--- config.mk ---
export PLATFORM = sky130hd
export DESIGN_NAME = hbcc_top
export DESIGN_NICKNAME = d
export VERILOG_FILES = /design/src/rtl/hbcc_pkg.sv /design/src/rtl/hbcc_in_filter.sv /design/src/rtl/hbcc_top.sv
export VERILOG_INCLUDE_DIRS = /design/src /design/src/rtl
export SDC_FILE = /design/constraint.sdc
export NUM_CORES = 1
export LEC_CHECK = 0
export BUFFER_PORTS_ARGS = -buffer_cell sky130_fd_sc_hd__buf_4
export CAP_MARGIN = 20
export CORE_MARGIN = 1
export CORE_UTILIZATION = 60
export DETAILED_ROUTE_END_ITERATION = 8
export PLACE_DENSITY = 0.83
export SLEW_MARGIN = 20
export SYNTH_ARGS = -nofsm -noshare
export SYNTH_HDL_FRONTEND = slang
export SYNTH_SLANG_ARGS = --single-unit
export TNS_END_PERCENT = 1
--- constraint.sdc ---
create_clock -name clock -period 5.45 [get_ports clock]
set_input_delay 0.545 -clock clock [delete_from_list [all_inputs] [get_ports clock]]
set_output_delay 0.545 -clock clock [all_outputs]
set_load 0.02 [all_outputs]
--- src/rtl/hbcc_defs.svh ---
// timing and encoding constants for the h-bridge chopper control
`ifndef HBCC_DEFS_SVH
`define HBCC_DEFS_SVH
`define HBCC_CLK_MHZ 100
`define HBCC_CHOP_OFF_US 35
`define HBCC_BLANK_US 5
`define HBCC_OCP_OFF_US 142
`define HBCC_OCP_ON_US 5
`define HBCC_DIAG_KHZ 90
`define HBCC_DEAD_NS 150
`define HBCC_CHOP_OFF_CYC (`HBCC_CHOP_OFF_US * `HBCC_CLK_MHZ)
`define HBCC_BLANK_CYC (`HBCC_BLANK_US * `HBCC_CLK_MHZ)
`define HBCC_OCP_OFF_CYC (`HBCC_OCP_OFF_US * `HBCC_CLK_MHZ)
`define HBCC_OCP_ON_CYC (`HBCC_OCP_ON_US * `HBCC_CLK_MHZ)
`define HBCC_DIAG_HALF_CYC ((`HBCC_CLK_MHZ * 1000) / (2 * `HBCC_DIAG_KHZ))
`define HBCC_DEAD_CYC ((`HBCC_DEAD_NS * `HBCC_CLK_MHZ + 999) / 1000)
`define HBCC_FILT_CYC 100
`define HBCC_CNT_W 16
`define HBCC_DEAD_W 8
`define HBCC_CNT_ZERO 16'h0000
`define HBCC_CNT_ONE 16'h0001
`define HBCC_DEAD_ZERO 8'h00
`define HBCC_DEAD_ONE 8'h01
`endif

--- src/rtl/hbcc_pkg.sv ---
// types shared by the h-bridge chopper control
package hbcc_pkg;
  typedef enum logic [1:0] {
    HBCC_COAST,
    HBCC_FWD,
    HBCC_REV,
    HBCC_BRAKE
  } hbcc_mode_e;
  // gate enables of the four switches
  typedef struct packed {
    logic hs_a;
    logic ls_a;
    logic hs_b;
    logic ls_b;
  } hbcc_gates_s;
  // fault detector levels
  typedef struct packed {
    logic uv_main;
    logic uv_logic;
    logic uv_pump;
    logic thermal_shutdown;
  } hbcc_faults_s;
endpackage

--- src/rtl/hbcc_in_filter.sv ---
// glitch filter for one asynchronous direction input
`include "hbcc_defs.svh"
`timescale 1ns/1ns
`default_nettype none
module hbcc_in_filter (
  input wire logic clock,
  input wire logic rst,
  input wire logic pin,
  output logic level
);
  logic s1_reg, s2_reg, s3_reg;
  logic [`HBCC_CNT_W-1:0] cnt_reg, cnt_next;
  logic level_reg, level_next;

  // three-stage sync; s1 is read only by s2
  always_ff @(posedge clock or posedge rst) begin
    if (rst) begin
      s1_reg <= 1'b0;
      s2_reg <= 1'b0;
      s3_reg <= 1'b0;
      cnt_reg <= `HBCC_CNT_ZERO;
      level_reg <= 1'b0;
    end else begin
      s1_reg <= pin;
      s2_reg <= s1_reg;
      s3_reg <= s2_reg;
      cnt_reg <= cnt_next;
      level_reg <= level_next;
    end
  end

  // low-pass: new level must hold a full window
  always_comb begin
    cnt_next = `HBCC_CNT_ZERO;
    level_next = level_reg;
    if (s2_reg == s3_reg && s3_reg != level_reg) begin
      if (cnt_reg == 16'(`HBCC_FILT_CYC - 1)) begin
        level_next = s3_reg;
      end else begin
        cnt_next = cnt_reg + `HBCC_CNT_ONE;
      end
    end
  end

  assign level = level_reg;
endmodule // hbcc_in_filter
`default_nettype wire

--- src/rtl/hbcc_top.sv ---
// h-bridge mode decode, current chopper, fault gating and diag output
`include "hbcc_defs.svh"
`timescale 1ns/1ns
`default_nettype none
module hbcc_top (
  input wire logic clock,
  input wire logic rst,
  input wire logic dir_input_a,
  input wire logic dir_input_b,
  input wire logic limit_cmp,
  input wire logic overcurrent_cmp,
  input wire hbcc_pkg::hbcc_faults_s faults,
  output hbcc_pkg::hbcc_gates_s gates,
  output logic diag
);
  import hbcc_pkg::*;

  logic dir_a, dir_b;
  logic lim_s1_reg, lim_s2_reg, lim_s3_reg, lim_reg, lim_next;
  logic oc_s1_reg, oc_s2_reg, oc_s3_reg, oc_reg, oc_next;
  hbcc_faults_s f_s1_reg, f_s2_reg, f_s3_reg, f_reg, f_next;
  hbcc_mode_e mode;
  logic fault_off;
  logic [`HBCC_CNT_W-1:0] blank_reg, blank_next;
  logic [`HBCC_CNT_W-1:0] chop_reg, chop_next;
  logic [`HBCC_CNT_W-1:0] ocp_reg, ocp_next;
  logic [`HBCC_CNT_W-1:0] ocpon_reg, ocpon_next;
  logic [`HBCC_CNT_W-1:0] dpulse_reg, dpulse_next;
  logic dtog_reg, dtog_next;
  logic [`HBCC_DEAD_W-1:0] dead_reg, dead_next;
  hbcc_gates_s want, gates_reg, gates_next;
  logic diag_reg, diag_next;
  logic drive_on;

  // direction input filters
  hbcc_in_filter u_filt_a (
    .clock(clock),
    .rst(rst),
    .pin(dir_input_a),
    .level(dir_a)
  );
  hbcc_in_filter u_filt_b (
    .clock(clock),
    .rst(rst),
    .pin(dir_input_b),
    .level(dir_b)
  );

  // comparators and detectors are asynchronous: three-stage sync
  always_ff @(posedge clock or posedge rst) begin
    if (rst) begin
      lim_s1_reg <= 1'b0;
      lim_s2_reg <= 1'b0;
      lim_s3_reg <= 1'b0;
      lim_reg <= 1'b0;
      oc_s1_reg <= 1'b0;
      oc_s2_reg <= 1'b0;
      oc_s3_reg <= 1'b0;
      oc_reg <= 1'b0;
      f_s1_reg <= '0;
      f_s2_reg <= '0;
      f_s3_reg <= '0;
      f_reg <= '0;
    end else begin
      lim_s1_reg <= limit_cmp;
      lim_s2_reg <= lim_s1_reg;
      lim_s3_reg <= lim_s2_reg;
      lim_reg <= lim_next;
      oc_s1_reg <= overcurrent_cmp;
      oc_s2_reg <= oc_s1_reg;
      oc_s3_reg <= oc_s2_reg;
      oc_reg <= oc_next;
      f_s1_reg <= faults;
      f_s2_reg <= f_s1_reg;
      f_s3_reg <= f_s2_reg;
      f_reg <= f_next;
    end
  end

  // accept a change once stages two and three agree
  always_comb begin
    lim_next = (lim_s2_reg == lim_s3_reg) ? lim_s3_reg : lim_reg;
    oc_next = (oc_s2_reg == oc_s3_reg) ? oc_s3_reg : oc_reg;
    f_next = f_reg;
    for (int i = 0; i < 4; i++) begin
      if (f_s2_reg[i] == f_s3_reg[i]) begin
        f_next[i] = f_s3_reg[i];
      end
    end
  end

  // mode decode from filtered inputs
  always_comb begin
    case ({dir_a, dir_b})
      2'b00: mode = HBCC_COAST;
      2'b10: mode = HBCC_FWD;
      2'b01: mode = HBCC_REV;
      2'b11: mode = HBCC_BRAKE;
      default: mode = HBCC_COAST;
    endcase
  end

  // uv and thermal levels gate the gates, chopper and diag; the overcurrent timer still runs
  // thermal off follows the level, so recovery is automatic
  assign fault_off = |f_reg;
  assign drive_on = (mode == HBCC_FWD || mode == HBCC_REV) && !fault_off;

  // chopper and overcurrent timers
  always_ff @(posedge clock or posedge rst) begin
    if (rst) begin
      blank_reg <= `HBCC_CNT_ZERO;
      chop_reg <= `HBCC_CNT_ZERO;
      ocp_reg <= `HBCC_CNT_ZERO;
      ocpon_reg <= `HBCC_CNT_ZERO;
    end else begin
      blank_reg <= blank_next;
      chop_reg <= chop_next;
      ocp_reg <= ocp_next;
      ocpon_reg <= ocpon_next;
    end
  end

  // counters loaded from derived cycle counts
  always_comb begin
    blank_next = blank_reg;
    chop_next = chop_reg;
    ocp_next = ocp_reg;
    ocpon_next = ocpon_reg;
    if (ocp_reg != `HBCC_CNT_ZERO) begin
      ocp_next = ocp_reg - `HBCC_CNT_ONE;
      if (ocp_reg == `HBCC_CNT_ONE) begin
        ocpon_next = 16'(`HBCC_OCP_ON_CYC);
      end
    end else if (ocpon_reg != `HBCC_CNT_ZERO) begin
      ocpon_next = ocpon_reg - `HBCC_CNT_ONE;
    end else if (oc_reg) begin
      // all off for the overcurrent off-time, not latched
      ocp_next = 16'(`HBCC_OCP_OFF_CYC);
      chop_next = `HBCC_CNT_ZERO;
    end
    // overcurrent off-time counts as drive off, so blanking restarts after it
    if (!drive_on || ocp_reg != `HBCC_CNT_ZERO) begin
      chop_next = `HBCC_CNT_ZERO;
      blank_next = 16'(`HBCC_BLANK_CYC);
    end else if (chop_reg != `HBCC_CNT_ZERO) begin
      chop_next = chop_reg - `HBCC_CNT_ONE;
      if (chop_reg == `HBCC_CNT_ONE) begin
        blank_next = 16'(`HBCC_BLANK_CYC);
      end
    end else if (blank_reg != `HBCC_CNT_ZERO) begin
      blank_next = blank_reg - `HBCC_CNT_ONE;
    end else if (lim_reg && ocp_reg == `HBCC_CNT_ZERO) begin
      chop_next = 16'(`HBCC_CHOP_OFF_CYC);
    end
  end

  // wanted gates before dead time
  always_comb begin
    want = '0;
    if (!fault_off && ocp_reg == `HBCC_CNT_ZERO) begin
      case (mode)
        HBCC_COAST: want = '0;
        HBCC_FWD: begin
          want.hs_a = (chop_reg == `HBCC_CNT_ZERO);
          want.ls_b = 1'b1;
        end
        HBCC_REV: begin
          want.hs_b = (chop_reg == `HBCC_CNT_ZERO);
          want.ls_a = 1'b1;
        end
        HBCC_BRAKE: begin
          want.ls_a = 1'b1;
          want.ls_b = 1'b1;
        end
        default: want = '0;
      endcase
    end
  end

  // dead time and gate registers
  always_ff @(posedge clock or posedge rst) begin
    if (rst) begin
      dead_reg <= `HBCC_DEAD_ZERO;
      gates_reg <= '0;
    end else begin
      dead_reg <= dead_next;
      gates_reg <= gates_next;
    end
  end

  // turn-offs pass at once; turn-ons wait the dead time
  always_comb begin
    gates_next = gates_reg & want;
    dead_next = dead_reg;
    if ((gates_reg & ~want) != '0) begin
      dead_next = 8'(`HBCC_DEAD_CYC);
    end else if (dead_reg != `HBCC_DEAD_ZERO) begin
      dead_next = dead_reg - `HBCC_DEAD_ONE;
    end else begin
      gates_next = want;
    end
  end

  assign gates = gates_reg;

  // free-running diag pulse timer and output
  always_ff @(posedge clock or posedge rst) begin
    if (rst) begin
      dpulse_reg <= `HBCC_CNT_ZERO;
      dtog_reg <= 1'b0;
      diag_reg <= 1'b0;
    end else begin
      dpulse_reg <= dpulse_next;
      dtog_reg <= dtog_next;
      diag_reg <= diag_next;
    end
  end

  // toggle runs always, never synced to chopper edges
  always_comb begin
    dpulse_next = dpulse_reg + `HBCC_CNT_ONE;
    dtog_next = dtog_reg;
    if (dpulse_reg == 16'(`HBCC_DIAG_HALF_CYC - 1)) begin
      dpulse_next = `HBCC_CNT_ZERO;
      dtog_next = ~dtog_reg;
    end
    // low on any fault or overcurrent off-time, toggles in chopper off-time, else high
    if (fault_off || ocp_reg != `HBCC_CNT_ZERO) begin
      diag_next = 1'b0;
    end else if (chop_reg != `HBCC_CNT_ZERO) begin
      diag_next = dtog_reg;
    end else begin
      diag_next = 1'b1;
    end
  end

  assign diag = diag_reg;

  // checks
  // high and low side of one leg never on together
  AST_NO_SHOOT: assert property (@(posedge clock) disable iff (rst)
    !(gates.hs_a && gates.ls_a) && !(gates.hs_b && gates.ls_b))
    else $error("leg shoot-through");
  AST_FAULT_OFF: assert property (@(posedge clock) disable iff (rst)
    fault_off |=> gates == '0)
    else $error("gates on during fault");
  AST_OCP_OFF: assert property (@(posedge clock) disable iff (rst)
    ocp_reg != `HBCC_CNT_ZERO |=> gates == '0)
    else $error("gates on during overcurrent off-time");
  AST_DIAG_LOW: assert property (@(posedge clock) disable iff (rst)
    fault_off |=> !diag)
    else $error("diag not low on fault");
  AST_CHOP_HS: assert property (@(posedge clock) disable iff (rst)
    chop_reg > `HBCC_CNT_ONE |=> !gates.hs_a && !gates.hs_b)
    else $error("high side on in chopper off-time");
  AST_CHOP_LEN: assert property (@(posedge clock) disable iff (rst)
    $rose(chop_reg != `HBCC_CNT_ZERO) && drive_on && !oc_reg
      |-> (chop_reg != `HBCC_CNT_ZERO)[*8])
    else $error("chopper off-time too short");
  AST_BLANK: assert property (@(posedge clock) disable iff (rst)
    blank_reg != `HBCC_CNT_ZERO && chop_reg == `HBCC_CNT_ZERO && drive_on
      |=> chop_reg == `HBCC_CNT_ZERO)
    else $error("limit acted during blanking");
  AST_DEAD: assert property (@(posedge clock) disable iff (rst)
    $fell(gates.ls_a) |=> !gates.hs_a [*2])
    else $error("dead time too short");
  AST_BRAKE: assert property (@(posedge clock) disable iff (rst)
    mode == HBCC_BRAKE && !fault_off && ocp_reg == `HBCC_CNT_ZERO
      |-> ##[1:20] gates.ls_a && gates.ls_b)
    else $error("brake not applied");
  AST_OCP_START: assert property (@(posedge clock) disable iff (rst)
    oc_reg && ocp_reg == `HBCC_CNT_ZERO && ocpon_reg == `HBCC_CNT_ZERO
      |=> ocp_reg == 16'(`HBCC_OCP_OFF_CYC))
    else $error("overcurrent off-time not loaded");
  CV_FWD: cover property (@(posedge clock) disable iff (rst) gates.hs_a && gates.ls_b);
  CV_CHOP: cover property (@(posedge clock) disable iff (rst) $rose(chop_reg != `HBCC_CNT_ZERO));
  CV_OCP: cover property (@(posedge clock) disable iff (rst) $rose(ocp_reg != `HBCC_CNT_ZERO));
  CV_FAULT: cover property (@(posedge clock) disable iff (rst) $fell(fault_off));
endmodule // hbcc_top
`default_nettype wire

; Yosys cells after proc, flatten, opt, wreduce, memory -nomap -nowiden
; Cells that the tools add are included.
[totals]
ff_bits = 158
word_cells = 147
out_inout_bits = 5
[classes]
n_reduce_logical = 31
muxes = 34
n_bitwise = 4
n_eq_ne = 24
addsub = 8
[ops]
columns = cell, count
row1 = 2-to-1 mux 16 bit, 22
row2 = nonzero test 16 bit, 4
row3 = "subtractor 16 x 1 -> 16 bit, second input constant", 4
row4 = "adder 16 x 1 -> 16 bit, second input constant", 3
row5 = "== test 16 x 1 -> 1 bit, second input constant", 2
row6 = "== test 16 x 7 -> 1 bit, second input constant", 2
row7 = zero test 16 bit, 2
row8 = "== test 16 x 10 -> 1 bit, second input constant", 1
row9 = 2-to-1 mux 8 bit, 2
row10 = 2-to-1 mux 4 bit, 3
row11 = AND reduction 2 bit, 5
row12 = bitwise AND 4 bit, 2
row13 = == test 1 bit, 8
row14 = "== test 2 bit, second input constant", 4
row15 = case mux 2 bit (4 select lines), 1
row16 = nonzero test 8 bit, 1
row17 = "subtractor 8 x 1 -> 8 bit, second input constant", 1
row18 = 2-to-1 mux 1 bit, 6
row19 = nonzero test 2 bit, 3
row20 = logical AND 1 bit, 5
row21 = "== test 2 x 1 -> 1 bit, second input constant", 2
row22 = inverter 4 bit, 1
row23 = nonzero test 4 bit, 1
row24 = OR reduction 2 bit, 2
row25 = other kinds (10), 14

; Logic depth before layout (Yosys ltp)
; Gate-level depths: netlist of run 1.
[logic_depth]
depth_word = 10
depth_mapped = 10

; Hierarchy
; From an unflattened synthesis of run 1, not the netlist that was laid out.
[unflattened]
cells_unflattened = 716
hier_area_um2 = 7465.9
[modules_own_cells]
columns = module, cells_per_inst, n_inst, seq_area_each_um2, area_each_um2
row1 = hbcc_top, 534, 1, 2952.8, 5581.6
row2 = hbcc_in_filter, 91, 2, 500.5, 942.2

; Worst setup path before layout of run 1
; No wires, ideal clock.
[synth_path]
path_kind = reg2reg
startpoint = register blank_reg[7]
endpoint = register blank_reg[3]
slack_ns = 2.970
arrival_time_ns = 2.398
path_stages_with_launch = 9
cell_sequence = dfrtp_1 > or4_1 > nand2b_1 > or4_4 > a21oi_1 > buf_4 > buf_4 > o21ai_0 > a21oi_1
[synth_via]
elab_chain_cells = 3
[synth_rtl]
columns = element, line_no
row1 = from (decl), hbcc_top.sv:24  ; logic [`HBCC_CNT_W-1:0] blank_reg, blank_next;
row2 = from (signal assigned), hbcc_top.sv:111  ; blank_reg <= `HBCC_CNT_ZERO;
row3 = from (signal assigned), hbcc_top.sv:116  ; blank_reg <= blank_next;
row4 = nonzero test 16 bit (no source line), n/a
row5 = nonzero test 3 bit (no source line), n/a
row6 = AND reduction 2 bit (no source line), n/a
; No other way between the ends.
; A chain may end at the register's enable or synchronous reset.

; Worst setup path in the final report of run 1
[layout_path]
startpoint = register blank_reg[7]
endpoint = register blank_reg[9]
[layout_via]
elab_chain_cells = 4
elab_cells_between_ends = 7
classes_between = add/sub (1) / mux (3) / reduce/logical (3)
[layout_rtl]
columns = element, line_no
row1 = subtractor 16 x 1 -> 16 bit (no source line), n/a
row2 = 2-to-1 mux 16 bit, hbcc_top.sv:150  ; end else if (blank_reg != `HBCC_CNT_ZERO) begin
row3 = 2-to-1 mux 16 bit, hbcc_top.sv:145  ; end else if (chop_reg != `HBCC_CNT_ZERO) begin
row4 = 2-to-1 mux 16 bit, hbcc_top.sv:142  ; if (!drive_on || ocp_reg != `HBCC_CNT_ZERO) begin
; Several ways; a longest one is shown, not always the timed one. The select of a mux whose other input is x is not followed.

==> results of run 1 <==
layout by cell type, fill, tap and decap left out, types with 3 or more instances in the layout:
cell type,instances
nand4b_1,4
maj3_1,6
o211ai_1,3
xor2_1,40
dfrtp_1,158
or2_2,4
o21ai_0,26
a21oi_1,31
and3_1,14
o31ai_1,8
inv_1,18
inv_8,3
o41ai_1,3
clkbuf_16,17
mux2i_1,4
nor3_1,19
inv_6,4
bufinv_16,4
nand2_1,65
and2_1,6
nand3_1,33
nand3b_1,3
buf_4,16
nor3b_1,4
xnor2_1,31
nand2b_1,10
nor2b_1,5
or4_1,13
and4_1,3
nor2_1,87
or3_1,21
nor4b_1,4
nand4_1,10
o21a_1,5
a31oi_1,4
nor4_1,19
a21o_1,4
ha_1,17
routing by layer:
layer  up-vias  part of all wire
li1       2589                 -
met4         0             0.020
met2       121              0.51
met1      2687              0.43
met3        29             0.033
met5         -                 0
where the power goes:
group          switching, mW  internal [mW]
sequential            0.0831           1.24
combinational          0.123         0.0836
clock                  0.509          0.785
through the flow:
stage	cell area (um2)	cells	power (mW)	worst slack [ps]
2_1_floorplan	7350	716	1.48	642
3_3_place_gp	7610	868	1.53	2320
3_5_place_dp	7610	868	1.55	2110
4_1_cts	8270	900	2.84	2080
5_1_grt	8270	900	2.93	2240
6_report	8270	900	2.82	2440
cell type report:
type / count / share of cell area
Multi-Input combinational cell: 528 / 0.397
Sequential cell: 158 / 0.478
Tap cell: 147 / 0.0222
Timing Repair Buffer: 16 / 0.0145
Clock inverter: 15 / 0.0277
Inverter: 19 / 0.00923
Clock buffer: 17 / 0.0514
cells by family after synthesis:
logic type	after synthesis	share of synthesized area
AND/OR/NAND/NOR	332	0.235
flip-flops	158	0.538
AO/OA/AOI/OAI	97	0.0822
XOR/XNOR	71	0.0846
buffers and inverters	30	0.0163
adder cells (fa/ha/maj)	23	0.0371
multiplexers	5	0.00698
path summary, 6_finish.rpt:
check / from / end
setup / recovery: blank_reg[7] / blank_reg[9]
hold / removal: overcurrent_cmp / oc_s1_reg
setup reg to reg: blank_reg[7] / blank_reg[9]
hold reg to reg: lim_s1_reg / lim_s2_reg
max in group asynchronous: rst / f_s2_reg[1]
min in group asynchronous: rst / u_filt_b.cnt_reg[1]
==> metrics, run 1 <==
status=complete, no violations; drt wl/cell=16.1 um; CP Depth=6; Synth Net Count=743; post-route minimum period=3010 ps; Fill cells=820; Max Cap Viol=0; top post-synthesis cells by area=dfrtp_1 54%, xor2_1 4.8%, nor2_1 4.4%; peak supply drop=0.316 mV; synth-to-layout area growth=12.5%; # port buffers=14; Post-CTS Hold Buffers=0; layout cells sized above 1=0.0823; gp weighted congestion=0.866; most frequent cell after synthesis=dfrtp_1; RSZ-0062 raised after global routing=false; DRC viols=0; vias in the first global route=5543; Reg2Reg Setup Slack=2440 ps; Post-Syn Area=7350 um2; post-cts repair resize count=0; setup repair bufs after CTS=0; clk_lat worst skew=430 ps; post-layout util=0.691; Critical Path Start Type=flop; Achievable Freq=332 MHz; die area=12700 um2; CP Buf/Inv Count=0; critical path capture point type=flop; Seq/Total Area, Yosys=0.538; initial cell density of the core=0.615; Leakage Power=3.83 nW; Routed WL=14500 um; Yosys reg bits=158; Most used DFF post-synth=dfrtp_1; Top Usage Layer GRT=met2; Req. time, crit path=5790 ps; clock sinks=158; DIE WIDTH=113 um; Starting DRT DRC Count=438; met2 Usage GRT=0.432; GRT overflow=0; Seq. cell area=3950 um2; First-pass DRT Iterations=5; H-Tree Depth=4; Fin. Hold Viols=0; setup tns final=0 ps; HPWL after DPL=9540 um; Critical Path AT=3350 ps; critical-path maximum fanout=22; Synth Area per Inst=10.3 um2; clock transition at the registers of the reported paths=70 ps; Global Route met1 Usage=0.303; fraction of registers with async set/reset=1.00; worst slew pin tran=917 ps; CTS tree=built; period utilization=0.552; critical path's slowest cell=a21oi_2; EDFF count, synth=0; CTS buffer count=17; Hold Path Class=input port to flop; critical path's top delay family=simple AND/OR/NAND/NOR gates; clk root buf=clkbuf_16; CP max stage delay=660 ps; Post-Synthesis Cells=716; gr usage total=0.250; Worst Skew=9.12 ps; via count=5426; initial antenna violation count=0; first-pass GRT wire length=25300 um; die height=113 um; top post-synthesis cells by count=158 x dfrtp_1, 87 x nor2_1, 65 x nand2_1, 40 x xor2_1, 33 x nand3_1; largest net degree at the start of global routing=105; area of the core=12000 um2; crit-path cells=or4_1 > nand2b_1 > or4_4 > a21oi_2 > o21ai_0 > a21oi_1; ant diodes=0; M3 GR Usage=0.0525; io pins=15; antenna-violating nets left=0; Worst Hold Depth=1; num rows=40; Hold WS=223 ps; worst reg2reg path depth=6; PD cells=341 nW/um2; largest area contributor in the netlist=dfrtp_1; normalized max-slew margin=0.389; Yosys warning count=0; # setup viols final=0; NumNets Final=767; Yosys cell types=53; Via density=6.03; crit path kind=flop to flop; Max Buffers Root-to-Sink=2; post-synth top area share=0.538; final count of pins violating max slew=0; multi-input logic area=3280 um2
No activity file was read; power rests on OpenSTA's default activity.
==> run 2, diff against run 1 <==
- clock period: 5.45 -> 2.8 ns (I/O delays scaled with it)
==> run 2 against run 1 <==
Maximum frequency increased by 17%; design area rose by 3.0%; worst setup slack got worse by 2200 ps; cell count up 2.9%; critical endpoint is now ocpon_reg[14]; largest cell class unchanged; highest routed layer unchanged.
==> metrics, run 2 (synthesis gave the netlist of run 1 again) <==
critical path capture point type=flop; critical-path maximum fanout=7; io pins=15; gr usage total=0.260; PD cells=649 nW/um2; CTS tree=built; via count=5563; crit path kind=flop to flop; Req. time, crit path=3110 ps; synth-to-layout area growth=15.8%; Starting DRT DRC Count=398; setup tns final=0 ps; largest net degree at the start of global routing=53; post-layout util=0.712; DRC viols=0; die area=12700 um2; area of the core=12000 um2; vias in the first global route=5747; Achievable Freq=387 MHz; clock transition at the registers of the reported paths=60 ps; H-Tree Depth=4; layout cells sized above 1=0.103; NetSw=1.34 mW; final count of pins violating max slew=0; HPWL after DPL=10000 um; leading cell type in the layout, fill and taps excluded=dfrtp_1; Critical Path Start Type=flop; First-pass DRT Iterations=7; drt wl/cell=16.0 um; Max Cap Viol=0; Hold Path Class=flop to flop; num rows=40; clk_lat worst skew=430 ps; Fill cells=833; clock share of power=0.453; period utilization=0.922; worst slew pin tran=603 ps; Routed WL=14800 um; initial cell density of the core=0.615; status=complete, no violations; clk root buf=clkbuf_16; antenna-violating nets left=0; NumNets Final=793; # port buffers=14; RSZ-0062 raised after global routing=false; initial antenna violation count=0; post-route minimum period=2580 ps; Max Buffers Root-to-Sink=2; die height=113 um; normalized max-slew margin=0.597; # setup viols final=0; Fin. Hold Viols=0; gp weighted congestion=0.931; peak supply drop=0.731 mV; most used cells in the layout excluding fill and tap cells=158 x dfrtp_1, 87 x nor2_1, 65 x nand2_1; sw frac=0.242; Critical Path AT=2890 ps; DIE WIDTH=113 um; Total Power=5.53 mW; GRT overflow=0; first-pass GRT wire length=26200 um; setup repair bufs after CTS=0; Leakage Power=3.96 nW; clock sinks=158; Internal Power=4.19 mW; power share of the sequential group=0.466; ant diodes=0; Worst Skew=9.07 ps; Via density=6.01; Logic pwr share=0.081; CTS buffer count=17
## run 2: changes by cell type in the layout (fill, tap and decap cells not counted), sizes merged
cell and delta:
inv -4, clkbuf +3, buf +17, dlygate4sd3 +9
clkinv +1
## run 2: what timing repair did
action                                 in CTS  in global routing
setup endpoints to repair                   0                  7
resized for setup                           0                  2
endpoints found under the hold margin      29                  0
hold buffers                                9                  0
## run 2: metrics by stage
| step | setup slack, ps | cell area, um2 | hold WS [ps] | instances |
|---|---|---|---|---|
| floorplan | 320 | 7360 | 311 | 716 |
| CTS | 110 | 8500 | 348 | 926 |
| detailed placement | 138 | 7760 | 335 | 885 |
| finish | 218 | 8510 | 346 | 926 |
| global route | 18.6 | 8510 | 352 | 926 |
| global placement | 262 | 7760 | 335 | 885 |
## run 2: worst paths after layout
path                              from                  end  slack, ps  cells after the start
max in group asynchronous          rst  u_filt_a.cnt_reg[4]       1540                      4
hold / removal             f_s1_reg[3]          f_s2_reg[3]        350                      0
min in group asynchronous          rst           lim_s2_reg        490                      3
setup reg to reg            ocp_reg[0]        ocpon_reg[14]        220                      8
setup / recovery            ocp_reg[0]        ocpon_reg[14]        220                      8
hold reg to reg            f_s1_reg[3]          f_s2_reg[3]        350                      0
## run 2: worst max-delay path: stages (launching register included)
cell	delay (ps)
dfrtp_1	420
inv_1	160
ha_1	190
nor2b_1	180
nand4b_1	160
a2111o_1	410
or4_1	470
or3_1	350
mux2i_1	130
## run 2: cell type report
type	count	area (um2)	area share
Inverter	19	75.1	0.00882
Clock buffer	20	467	0.0548
Clock inverter	12	181	0.0213
Sequential cell	158	3950	0.464
Tap cell	147	184	0.0216
Multi-Input combinational cell	528	3290	0.386
Timing Repair Buffer	42	363	0.0426
## run 2: routing by layer
metal,wire (um),up-vias,GRT usage
met5,0,-,0
met4,317,0,0.105
met3,560,30,0.0670
met2,7530,138,0.440
met1,6400,2757,0.322
li1,-,2638,-
## run 2: power groups by stage
stage          Sequential, mW  Combinational [mW]  Clock [mW]
2_1_floorplan            2.57               0.312           0
3_3_place_gp             2.60               0.424           0
3_5_place_dp             2.62               0.435           0
4_1_cts                  2.58               0.451        2.54
5_1_grt                  2.60               0.508        2.64
6_report                 2.58               0.448        2.50
